==> config.mk <==
export PLATFORM = sky130hd
export DESIGN_NAME = als_top
export DESIGN_NICKNAME = d
export VERILOG_FILES = /design/src/inc/als_pkg.sv /design/src/design/als_top.sv
export VERILOG_INCLUDE_DIRS = /design/src /design/src/inc
export SDC_FILE = /design/constraint.sdc
export NUM_CORES = 1
export LEC_CHECK = 0
export ABC_AREA = 1
export BUFFER_PORTS_ARGS = -buffer_cell sky130_fd_sc_hd__buf_2
export CORE_ASPECT_RATIO = 0.8
export CORE_MARGIN = 8
export CORE_UTILIZATION = 45
export CTS_BUF_LIST = sky130_fd_sc_hd__clkbuf_4
export DETAILED_ROUTE_END_ITERATION = 8
export GPL_TIMING_DRIVEN = 0
export PLACE_DENSITY = 0.73
export REMOVE_ABC_BUFFERS = 1
export SLEW_MARGIN = 20
export SYNTH_ARGS = -nofsm -noshare
export SYNTH_HDL_FRONTEND = slang
export SYNTH_SLANG_ARGS = --single-unit
export TNS_END_PERCENT = 1
==> constraint.sdc <==
create_clock -name sys_clk -period 4.3 [get_ports sys_clk]
set_input_delay 0.215 -clock sys_clk [delete_from_list [all_inputs] [get_ports sys_clk]]
set_output_delay 0.215 -clock sys_clk [all_outputs]
set_load 0.03 [all_outputs]
==> src/inc/als_consts.svh <==
`ifndef ALS_CONSTS_SVH
`define ALS_CONSTS_SVH

// avalon word offsets (word indices, not byte addresses)
`define ALS_OFF_STATUS   4'h0
`define ALS_OFF_MASK     4'h1
`define ALS_OFF_COND     4'h2
`define ALS_OFF_CTRL     4'h3
`define ALS_OFF_ADDR     4'h4

// condition bit positions in the event/status word
`define ALS_B_THWARN     0
`define ALS_B_THSHUT     1
`define ALS_B_INFAIL     2
`define ALS_B_INLIMIT    3
`define ALS_B_INABSENT   4
`define ALS_B_OVERCUR    5
`define ALS_B_INTFAULT   6
`define ALS_B_SVCREQ     7
`define ALS_B_COMMFLT    8
`define ALS_NCOND        9

// reset values
`define ALS_MASK_RST     9'h000
`define ALS_CTRL_RST     1'b0

// timing
`define ALS_CLK_HZ       25000000
`define ALS_BLINK_HZ     2
`define ALS_PG_PULSE_US  1000
`define ALS_BLINK_CYC    (`ALS_CLK_HZ / (2 * `ALS_BLINK_HZ))
`define ALS_PG_CYC       (`ALS_CLK_HZ / 1000000 * `ALS_PG_PULSE_US)

`endif

==> src/inc/als_pkg.sv <==
package als_pkg;

  // lamp set
  typedef struct packed {
    logic input_ok;
    logic output_ok;
    logic service;
    logic fault;
  } als_lamps_t;

  // open-drain alarm pins (oe low = pin pulled low)
  typedef struct packed {
    logic fault_oe_n;
    logic power_good_warn_oe_n;
    logic overtemp_warning_oe_n;
  } als_alarm_t;

  typedef enum logic [3:0] {
    ALS_ST_OK       = 4'b0000,
    ALS_ST_THWARN   = 4'b0001,
    ALS_ST_THSHUT   = 4'b0010,
    ALS_ST_INFAIL   = 4'b0011,
    ALS_ST_INLIMIT  = 4'b0100,
    ALS_ST_INABSENT = 4'b0101,
    ALS_ST_OVERCUR  = 4'b0110,
    ALS_ST_INTFAULT = 4'b0111,
    ALS_ST_STANDBY  = 4'b1000,
    ALS_ST_SVCREQ   = 4'b1001,
    ALS_ST_COMMFLT  = 4'b1010
  } als_state_t;

endpackage

==> src/design/als_top.sv <==
// Functional notes
// - normal: input/output lamps on, alarms released, module_present low
// - thermal warning: service lamp, otw low; shutdown adds fault, pg low
// - fuse/boost/overvoltage: input lamp on, fault lamp, fault and pg low
// - input out of limits: blink input lamp, pg low, fault high
// - input absent: all lamps dark, pg low (valid when back-biased)
// - overcurrent: blink output lamp, fault high, pg pulses at 1 ms
// - internal non-shutdown fault: fault lamp, fault low, pg high
// - output on only when on/off tied to logic_ground; standby pg low (the code drives pg low for standby in pmbus mode only)
// - service request in pmbus mode blinks service lamp, alarms high
// - rs485 comm fault blinks fault lamp, alarms high
// - alarm outputs open drain active low, external pull-ups
// - pg low whenever loss of main output may be imminent
// - protocol pin open selects pmbus, tied low selects rs485
// - address bits a3..a0 from unit strap then rack strap
// - main output disabled unless slot strap is present
// - main output gated by the short interlock pin
//
// The implementer's own choices: the address map and register access over Avalon-MM.
`timescale 1ns/1ps
`include "als_consts.svh"

module als_top #(
  parameter int BLINK_CYC = `ALS_BLINK_CYC,
  parameter int PG_CYC    = `ALS_PG_CYC,
  parameter int STRAP_W   = 2
) (
  // clock and reset
  input  wire logic                    sys_clk,
  input  wire logic                    rst_n,
  // avalon-mm slave
  input  wire logic [3:0]              avs_address,
  input  wire logic                    avs_read,
  input  wire logic                    avs_write,
  input  wire logic [31:0]             avs_writedata,
  output      logic [31:0]             avs_readdata,
  output      logic                    avs_waitrequest,
  output      logic                    irq,
  // internal conditions from the power stages
  input  wire logic                    thermal_warn,
  input  wire logic                    thermal_shutdown,
  input  wire logic                    input_fuse_blown,
  input  wire logic                    boost_fail,
  input  wire logic                    ov_latched,
  input  wire logic                    input_out_of_limits,
  input  wire logic                    input_absent,
  input  wire logic                    overcurrent,
  input  wire logic                    internal_fault,
  input  wire logic                    service_request,
  input  wire logic                    comm_fault,
  input  wire logic                    output_loss_imminent,
  // control and strap pins
  input  wire logic                    on_off_n,
  input  wire logic                    interlock_n,
  input  wire logic                    slot_enable_strap_n,
  input  wire logic                    protocol_open,
  input  wire logic [STRAP_W-1:0]      unit_addr_strap,
  input  wire logic [STRAP_W-1:0]      rack_addr_strap,
  // lamps, alarms, enables
  output      als_pkg::als_lamps_t     lamps,
  output      als_pkg::als_alarm_t     alarm_oe_n,
  output      logic                    module_present,
  output      logic                    main_output_en,
  output      logic                    rs485_mode,
  output      logic [2*STRAP_W-1:0]    bus_addr
);
  import als_pkg::*;

  // ==========================================================
  // blink and pg pulse prescalers
  // ==========================================================
  logic [31:0] blink_cnt_reg;
  logic        blink_reg;
  logic [31:0] pg_cnt_reg;
  logic        pg_pulse_reg;

  wire blink_wrap = (blink_cnt_reg == 32'(BLINK_CYC - 1));
  wire pg_wrap    = (pg_cnt_reg == 32'(PG_CYC - 1));

  always_ff @(posedge sys_clk or negedge rst_n) begin
    if (!rst_n) begin
      blink_cnt_reg <= 32'h0000_0000;
      blink_reg     <= 1'b0;
    end else begin
      blink_cnt_reg <= blink_wrap ? 32'h0000_0000 : blink_cnt_reg + 32'd1;
      if (blink_wrap) begin
        blink_reg <= ~blink_reg;
      end
    end
  end

  // pg pulses: 1 ms low, 1 ms released while overloaded
  always_ff @(posedge sys_clk or negedge rst_n) begin
    if (!rst_n) begin
      pg_cnt_reg   <= 32'h0000_0000;
      pg_pulse_reg <= 1'b0;
    end else begin
      pg_cnt_reg <= pg_wrap ? 32'h0000_0000 : pg_cnt_reg + 32'd1;
      if (pg_wrap) begin
        pg_pulse_reg <= ~pg_pulse_reg;
      end
    end
  end

  // ==========================================================
  // straps and mode
  // ==========================================================
  wire is_rs485   = ~protocol_open;
  wire out_permit = ~on_off_n & ~slot_enable_strap_n
                    & ~interlock_n;
  wire standby    = on_off_n & ~is_rs485;

  // ==========================================================
  // priority resolution: shutdowns above warnings
  // ==========================================================
  logic [3:0] sel;
  wire in_fail = input_fuse_blown | boost_fail | ov_latched;

  always_comb begin
    if (input_absent) begin
      sel = ALS_ST_INABSENT;
    end else if (thermal_shutdown) begin
      sel = ALS_ST_THSHUT;
    end else if (in_fail) begin
      sel = ALS_ST_INFAIL;
    end else if (input_out_of_limits) begin
      sel = ALS_ST_INLIMIT;
    end else if (standby) begin
      sel = ALS_ST_STANDBY;
    end else if (overcurrent) begin
      sel = ALS_ST_OVERCUR;
    end else if (internal_fault) begin
      sel = ALS_ST_INTFAULT;
    end else if (thermal_warn) begin
      sel = ALS_ST_THWARN;
    end else if (service_request && !is_rs485) begin
      sel = ALS_ST_SVCREQ;
    end else if (comm_fault && is_rs485) begin
      sel = ALS_ST_COMMFLT;
    end else begin
      sel = ALS_ST_OK;
    end
  end

  // ==========================================================
  // lamp and alarm mapping (1 = lamp lit / line pulled low)
  // ==========================================================
  als_lamps_t l_nx;
  logic       flt_lo;
  logic       otw_lo;
  logic       pg_lo;

  always_comb begin
    l_nx   = '{input_ok: 1'b1, output_ok: 1'b1,
               service: 1'b0, fault: 1'b0};
    flt_lo = 1'b0;
    otw_lo = 1'b0;
    pg_lo  = 1'b0;
    case (als_state_t'(sel))
      ALS_ST_THWARN: begin
        l_nx.service = 1'b1;
        otw_lo       = 1'b1;
      end
      ALS_ST_THSHUT: begin
        l_nx.service   = 1'b1;
        l_nx.output_ok = 1'b0;
        l_nx.fault     = 1'b1;
        otw_lo         = 1'b1;
        flt_lo         = 1'b1;
        pg_lo          = 1'b1;
      end
      ALS_ST_INFAIL: begin
        l_nx.output_ok = 1'b0;
        l_nx.fault     = 1'b1;
        flt_lo         = 1'b1;
        pg_lo          = 1'b1;
      end
      ALS_ST_INLIMIT: begin
        l_nx.input_ok  = blink_reg;
        l_nx.output_ok = 1'b0;
        pg_lo          = 1'b1;
      end
      ALS_ST_INABSENT: begin
        l_nx  = '0;
        pg_lo = 1'b1;
      end
      ALS_ST_OVERCUR: begin
        l_nx.output_ok = blink_reg;
        pg_lo          = pg_pulse_reg;
      end
      ALS_ST_INTFAULT: begin
        l_nx.fault = 1'b1;
        flt_lo     = 1'b1;
      end
      ALS_ST_STANDBY: begin
        l_nx.output_ok = 1'b0;
        pg_lo          = 1'b1;
      end
      ALS_ST_SVCREQ: begin
        l_nx.service = blink_reg;
      end
      ALS_ST_COMMFLT: begin
        l_nx.fault = blink_reg;
      end
      default: begin
      end
    endcase
    if (output_loss_imminent) begin
      pg_lo = 1'b1;
    end
  end

  // ==========================================================
  // output registers
  // ==========================================================
  always_ff @(posedge sys_clk or negedge rst_n) begin
    if (!rst_n) begin
      lamps          <= '0;
      alarm_oe_n     <= '1;
      module_present <= 1'b0;
      main_output_en <= 1'b0;
      rs485_mode     <= 1'b0;
      bus_addr       <= '0;
    end else begin
      lamps          <= l_nx;
      alarm_oe_n     <= '{fault_oe_n: ~flt_lo,
                          power_good_warn_oe_n: ~pg_lo,
                          overtemp_warning_oe_n: ~otw_lo};
      module_present <= 1'b0;
      main_output_en <= out_permit & ~thermal_shutdown
                        & ~in_fail & ~input_absent;
      rs485_mode     <= is_rs485;
      bus_addr       <= {unit_addr_strap, rack_addr_strap};
    end
  end

  // ==========================================================
  // events, status, mask, interrupt
  // ==========================================================
  logic [`ALS_NCOND-1:0] ev_prev_reg;
  logic [`ALS_NCOND-1:0] status_reg;
  logic [`ALS_NCOND-1:0] mask_reg;
  logic                  rd_pend_reg;

  wire [`ALS_NCOND-1:0] cond = {comm_fault, service_request,
    internal_fault, overcurrent, input_absent, input_out_of_limits,
    in_fail, thermal_shutdown, thermal_warn};
  wire [`ALS_NCOND-1:0] rise = cond & ~ev_prev_reg;

  // requests wait one cycle; the answer lands on the next edge
  wire acc      = (avs_read | avs_write) & rd_pend_reg;
  wire sel_st   = (avs_address == `ALS_OFF_STATUS);
  wire sel_mask = (avs_address == `ALS_OFF_MASK);
  wire sel_cond = (avs_address == `ALS_OFF_COND);
  wire sel_ctrl = (avs_address == `ALS_OFF_CTRL);
  wire sel_addr = (avs_address == `ALS_OFF_ADDR);
  wire rd_clr   = acc & avs_read & sel_st;

  logic [31:0] rdata;
  always_comb begin
    rdata = 32'h0000_0000;
    if (sel_st) begin
      rdata = 32'(status_reg);
    end else if (sel_mask) begin
      rdata = 32'(mask_reg);
    end else if (sel_cond) begin
      rdata = 32'(cond);
    end else if (sel_ctrl) begin
      rdata = {26'h0, pg_lo, flt_lo, otw_lo, out_permit, is_rs485,
               standby};
    end else if (sel_addr) begin
      rdata = 32'({unit_addr_strap, rack_addr_strap});
    end
  end

  always_ff @(posedge sys_clk or negedge rst_n) begin
    if (!rst_n) begin
      ev_prev_reg     <= '0;
      status_reg      <= '0;
      mask_reg        <= `ALS_MASK_RST;
      rd_pend_reg     <= 1'b0;
      avs_waitrequest <= 1'b1;
      avs_readdata    <= 32'h0000_0000;
      irq             <= 1'b0;
    end else begin
      ev_prev_reg <= cond;
      // clear only the bits the read returned; a new event still sets
      status_reg  <= (rd_clr ? status_reg & ~avs_readdata[`ALS_NCOND-1:0]
                             : status_reg) | rise;
      if (acc && avs_write && sel_mask) begin
        mask_reg <= avs_writedata[`ALS_NCOND-1:0];
      end
      rd_pend_reg     <= (avs_read | avs_write) & ~rd_pend_reg;
      avs_waitrequest <= ~((avs_read | avs_write) & ~rd_pend_reg);
      if ((avs_read | avs_write) && !rd_pend_reg) begin
        avs_readdata <= rdata;
      end
      irq <= |(status_reg & mask_reg);
    end
  end
endmodule

==> results.cfg, run 1 <==
[outcome]
status = finished, final reports clean

[flow_run]
cap_violations = 0

[worst_setup_path]
worstPathArrival_ns = 2.97
endpoint_kind = flip-flop
worst_setup_path_start_kind = input port
critPathKind = in -> reg
worstPathRequired_ns = 4.77
reg2reg_depth = 13
critical_path.max_fanout = 3

[sta]
maxSlewHeadroom_pct = 41.78
drv_slew = 0
fin_crit_ns = 2.493
max_freq_mhz = 401.1
rsz0062_at_grt = false
layout_worst_path_cycle_share_pct = 57.98
worst_slew_pin_slew_ns = 0.8701
finalSetupViolCount = 0
hold_violations = 0
skew_ns = 0.02386
finalSetupTns_ns = 0
whs_ns = 0.1514

[cts]
htreeDepth = 4
clkTransAtPathRegs_ns = 0.13
cts_made_buffers = 17
post_cts_resized = 0
cts_root_buf = clkbuf_4
worstSkewPairLatency_ns = 0.54
cts_tree = built
numClockSinks = 118
cts_max_path_buffers = 2

[layout]
area_growth_pct = 16.14
nNetsFinal = 932
drive_gt1_share_pct = 14.95
diodes = 0

[synth]
yosysWarnings = 0
ys_seq_elements = 118
syn_inst = 764
avgSynthCellArea_um2 = 8.149
synth_top_cell_by_area = dfrtp_1
yosys-top-cells-area = dfrtp_1 (46%), nand2_1 (9.3%), inv_1 (7.7%)
ys_seq_area_share_pct = 47.51
syn-cell-area_um2 = 6226
ys_types = 40
synth_top_area_share_pct = 45.82

[power]
pwr-share-comb_pct = 12.6
power_frac_seq_pct = 53.9
switching_share_pct = 30.40
powerDensity_nw_per_um2 = 305.6
internal_power_mw = 1.538
power_switching_uw = 671.7
clkPwrFrac_pct = 33.5
power_mw = 2.210
peakVddDrop_mv = 0.1847
p_leak_nw = 3.610

[floorplanning]
design.die.area_um2 = 17880
initial_core_util_pct = 45.95
die_h_um = 121.2
die_w_um = 147.5
core_um2 = 13550
io-pin-count = 108
rows = 38

[grt]
grt_util_met1_pct = 24.20
grt_usage_pct = 17.42
grt_pass1_wl_um = 25280
global_route.peak_usage_layer = met2
antenna_found_initial = 0
grtUsageMet3_pct = 4.659
grt_overflow = 0
grt_pass1_vias = 5205
grt_max_degree = 74
met2_usage_pct = 25.89

[hold_path]
hold_class = in -> async

[route]
via_per_inst = 5.104
drc = 0
first_pass_iters = 5
wirelength_um = 14850
wl_per_cell_um = 13.97
antenna_left = 0
via_count = 5426
first_iter_violations = 420

[place]
dp_hpwl_um = 10960
place_congestion = 0.9690
port_buffers = 60
cell usage in the layout, fill, tap and decap left out, types with 24 or more instances in the layout:
cell type      instances
nand2_1              155
dfrtp_1              114
nand3_1               31
inv_1                127
nor3_1                37
nor2_1                64
nand4_1               25
dlygate4sd3_1         29
conb_1                24
buf_2                 59
xor2_1                24
o21ai_0               34
synthesized netlist by cell type (all sizes together):
master   instances
nand3b           3
xor2            24
nor3b            4
nand2          158
nor3            37
nand4           25
inv            134
mux2             8
o211ai           1
xnor2            7
ha               2
nor4b            1
conb             1
dfstp            4
nand3           35
and3             3
or3              1
nor2            74
o2111ai          4
clkbuf           2
o22ai            4
nor4            24
clkinv           2
or2              1
a221oi           3
dfrtp          114
a21oi           21
buf             24
o21ai           37
a211oi           5
o21bai           1
final timing paths:
path / from / end / slack, ns
setup / recovery: boost_fail / main_output_en$_DFF_PN0_ / 1.81
hold / removal: rst_n / mask_reg[3]$_DFFE_PN0P_ / 0.15
setup reg to reg: pg_cnt_reg[0]$_DFF_PN0_ / pg_cnt_reg[18]$_DFF_PN0_ / 2.21
hold reg to reg: ev_prev_reg[5]$_DFF_PN0_ / status_reg[5]$_DFF_PN0_ / 0.42
max in group asynchronous: rst_n / pg_cnt_reg[23]$_DFF_PN0_ / 3.43
min in group sys_clk: avs_write / rd_pend_reg$_DFF_PN0_ / 0.18
cell families after synthesis:
family | count (synthesis) | share of synthesized area, %
flops | 118 | 47.51
simple gates | 366 | 28.12
xor+xnor | 31 | 4.361
buf+inv | 162 | 11.21
mux | 8 | 1.447
fa+ha+maj | 2 | 0.4019
other cells | 1 | 0.06023
compound gates | 76 | 6.893
worst max-delay path: stages:
cell	delay (ns)
dlygate4sd3_1	0.53
buf_2	0.12
nor2_1	0.07
dlygate4sd3_1	0.58
nand3_1	0.11
dlygate4sd3_1	0.58
nor3_1	0.19
dlygate4sd3_1	0.58
layer usage:
metal / wire (µm) / up-vias
met5: 0 / -
met4: 182 / 0
met3: 1237 / 17
met2: 6379 / 221
met1: 7048 / 2538
li1: - / 2650
power groups by stage:
stage / clock network (mW) / logic [mW] / registers [mW]
global route: 0.814 / 0.307 / 1.20
CTS: 0.764 / 0.279 / 1.19
global placement: 0 / 0.252 / 1.21
detailed placement: 0 / 0.259 / 1.21
finish: 0.740 / 0.278 / 1.19
floorplan: 0 / 0.110 / 1.25
stage by stage:
| step | utilization (%) | cells | instance area, µm² | setup WS [ns] |
|---|---|---|---|---|
| floorplan | - | 761 | 6125 | 2.561 |
| global placement | 49.08 | 1001 | 6650 | 1.587 |
| detailed placement | 49.33 | 1002 | 6684 | 2.243 |
| CTS | 53.36 | 1063 | 7231 | 1.916 |
| global route | 53.36 | 1063 | 7231 | 1.720 |
| finish | 53.36 | 1063 | 7231 | 1.807 |
timing repair:
action                                 4_1_cts  5_1_grt
hold buffers                                29        0
endpoints found under the hold margin       85        0
setup buffers                                0        0
area by class of cell:
| cell class | instances | area (µm²) |
|---|---|---|
| Sequential cell | 118 | 2958 |
| Fill cell | 1276 | 6320 |
| Clock inverter | 15 | 128.9 |
| Multi-Input combinational cell | 507 | 2656 |
| Clock buffer | 17 | 127.6 |
| Timing Repair Buffer | 90 | 624.3 |
| Inverter | 136 | 510.5 |
| Tap cell | 180 | 225.2 |
(Power assumes the default switching activity.)
==> inputs of run 2 (changes only) <==
- ABC_AREA: 1 -> 0
- PLACE_DENSITY: 0.73 -> 0.77
- clock period: 4.3 -> 2.1 ns (I/O delays scaled with it)
==> run 2 against run 1 <==
Global-route usage is 0.30 points lower. Critical path depth is 2 lower. Clock power increased by 120%. Sequential share of layout area increased by 3.7 points. Sequential power is 100% higher. Critical path type unchanged. Area after synthesis decreased by 10%. Utilization rose by 1.1 points. Wire length down 10%. Largest power group unchanged. First-iteration DRC count down 23%. Combinational power up 100%.
==> results.cfg, run 2 <==
[outcome]
status = finished, final reports clean

[layout]
nNetsFinal = 687
diodes = 0
area_growth_pct = 18.24
layout_commonest_cell = dfrtp_1
drive_gt1_share_pct = 19.12
final_cell_mix = dfrtp_1 (114), buf_2 (59), nand2_1 (48), nor2_1 (38)
finalNonFillerCells = 790

[power]
power_mw = 4.632
powerDensity_nw_per_um2 = 699.0
p_leak_nw = 3.083
peakVddDrop_mv = 0.4743

[route]
antenna_left = 0
wirelength_um = 13310
first_pass_iters = 6
drc = 0
via_count = 4327
wl_per_cell_um = 16.85
first_iter_violations = 322
via_per_inst = 5.477

[hold_path]
worstHoldStart = ov_latched
hold_class = in -> reg
hold_depth = 4

[sta]
maxSlewHeadroom_pct = 28.88
skew_ns = 0.02320
max_freq_mhz = 491.9
rsz0062_at_grt = false
fin_crit_ns = 2.033
hold_violations = 0
worst_slew_pin_slew_ns = 1.065
setup_slack_ns = 0.06711
drv_slew = 0
layout_worst_path_cycle_share_pct = 96.80
finalSetupViolCount = 0

[worst_setup_path]
reg2reg_depth = 6
critPathKind = in -> reg
critPathSlowestCell = dlygate4sd3_1
crit_family = buffers and inverters
cp_cell_sequence = dlygate4sd3_1 -> buf_2 -> nor4_4 -> nand2b_2 -> a2111oi_4 -> dlygate4sd3_1
worst_setup_path_start_kind = input port
worstPathArrival_ns = 2.48
worstSetupPathDepth = 6
crit_buf_inv = 3
crit_path_start = thermal_shutdown
worstPathRequired_ns = 2.55
rrSetupSlack_ns = 0.18
crit-reg2reg-launch = blink_cnt_reg[0]$_DFF_PN0_
critical_path.max_fanout = 7
crit_top_cell = dlygate4sd3_1
endpoint_kind = flip-flop
critPathMaxStageDelay_ns = 0.64

[cts]
cts_max_path_buffers = 2
clkTransAtPathRegs_ns = 0.10
cts_root_buf = clkbuf_4
htreeDepth = 4
cts_made_buffers = 17
cts_setup_buffers = 0
cts_tree = built
worstSkewPairLatency_ns = 0.52
numClockSinks = 118

[floorplanning]
core_um2 = 12160
rows = 36
initial_core_util_pct = 46.09
design.die.area_um2 = 16310
io-pin-count = 108
die_w_um = 140.8
die_h_um = 115.8

[synth]
avgSynthCellArea_um2 = 10.66
yosys-top-cells-count = dfrtp_1 (114), nand2_1 (48), nor2_1 (38)
syn_inst = 526
ys_seq_elements = 118
synth_ff_type = dfrtp_1
ys_types = 64
ys_async_sr_fraction_pct = 100.0
ys_seq_area_share_pct = 52.77
synth_top_cell_by_area = dfrtp_1
syn-cell-area_um2 = 5605
yosys-top-cells-area = dfrtp_1 (51%), xnor2_1 (5.6%), xor2_1 (3.6%)
yosysWarnings = 0
synth_top_area_share_pct = 50.89
yosysMostFrequentCell = dfrtp_1
synth_edf_count = 0

[flow_run]
cap_violations = 0

[grt]
grt_pass1_vias = 4378
grt_max_degree = 75
grt_usage_pct = 17.12
antenna_found_initial = 0
grt_pass1_wl_um = 22000
grt_overflow = 0

[place]
place_congestion = 0.8874
dp_hpwl_um = 9134
pre_cts_slack_ns = -0.07848
port_buffers = 60
placed_cells = 726
==> run 2: final timing paths <==
check,end
hold / removal,lamps[2]$_DFF_PN0_
hold reg to reg,status_reg[2]$_DFF_PN0_
setup / recovery,alarm_oe_n[1]$_DFF_PN1_
max in group asynchronous,avs_waitrequest$_DFF_PN1_
setup reg to reg,blink_reg$_DFFE_PN0N_
min in group asynchronous,lamps[2]$_DFF_PN0_
==> run 2: power breakdown <==
part / leakage [nW] / internal, mW / total (mW) / switching [mW]
logic: 1.43 / 0.196 / 0.557 / 0.361
clock network: 0.157 / 0.826 / 1.65 / 0.826
registers: 1.50 / 2.36 / 2.42 / 0.0620
total: 3.08 / 3.38 / 4.63 / 1.25
==> run 2: cell families after synthesis <==
kind of cell	after synthesis	share of synthesized area, %
DFF	118	52.77
adders and majority gates	2	0.4464
other	1	0.06690
xor gates and xnor gates	59	9.219
muxes	17	3.237
buffers and inverters	55	5.447
AOI/OAI and AO/OA	67	8.862
and+or+nand+nor	207	19.96
==> run 2: layout make-up <==
type | count | area [µm²]
fillers | 1039 | 5534
well taps | 152 | 190.2
repair buffers | 93 | 654.4
clock buffers | 19 | 142.6
multi-input cells | 376 | 2474
inverters | 19 | 71.32
clock inverters | 13 | 137.6
flip-flops and latches | 118 | 2958
==> run 2: per-stage QoR <==
stage / setup TNS [ns] / hold slack [ns] / area, µm² / util, %
finish: 0 / 0.01926 / 6628 / 54.50
global route: 0 / 0.002380 / 6628 / 54.50
CTS: 0 / 0.009191 / 6596 / 54.24
detailed placement: -0.8955 / 0.06254 / 5982 / 49.19
global placement: -45.69 / 0.2319 / 5948 / 48.91
floorplan: 0 / -0.1906 / 5458 / -
==> run 2: routing by layer <==
| layer | global-route usage, % | routed length (µm) | share of wire, % |
|---|---|---|---|
| met1 | 21.82 | 5788 | 43 |
| met2 | 26.36 | 6215 | 47 |
| met3 | 5.023 | 989 | 7.4 |
| met4 | 8.429 | 320 | 2.4 |
| met5 | 0 | 0 | 0 |
==> run 2: repair_timing <==
action                                 CTS  global route
pin swaps                                0             1
gates resized for setup                  2             6
setup endpoints to repair               21            27
endpoints found under the hold margin  161             0
hold buffers                            32             0
==> run 2: worst min-delay path, delay by kind of cell <==
family / cells / cell delay, ns
AO/OA/AOI/OAI: 1 / 0.07
buffers and inverters: 1 / 0.11
AND/OR/NAND/NOR: 2 / 0.21
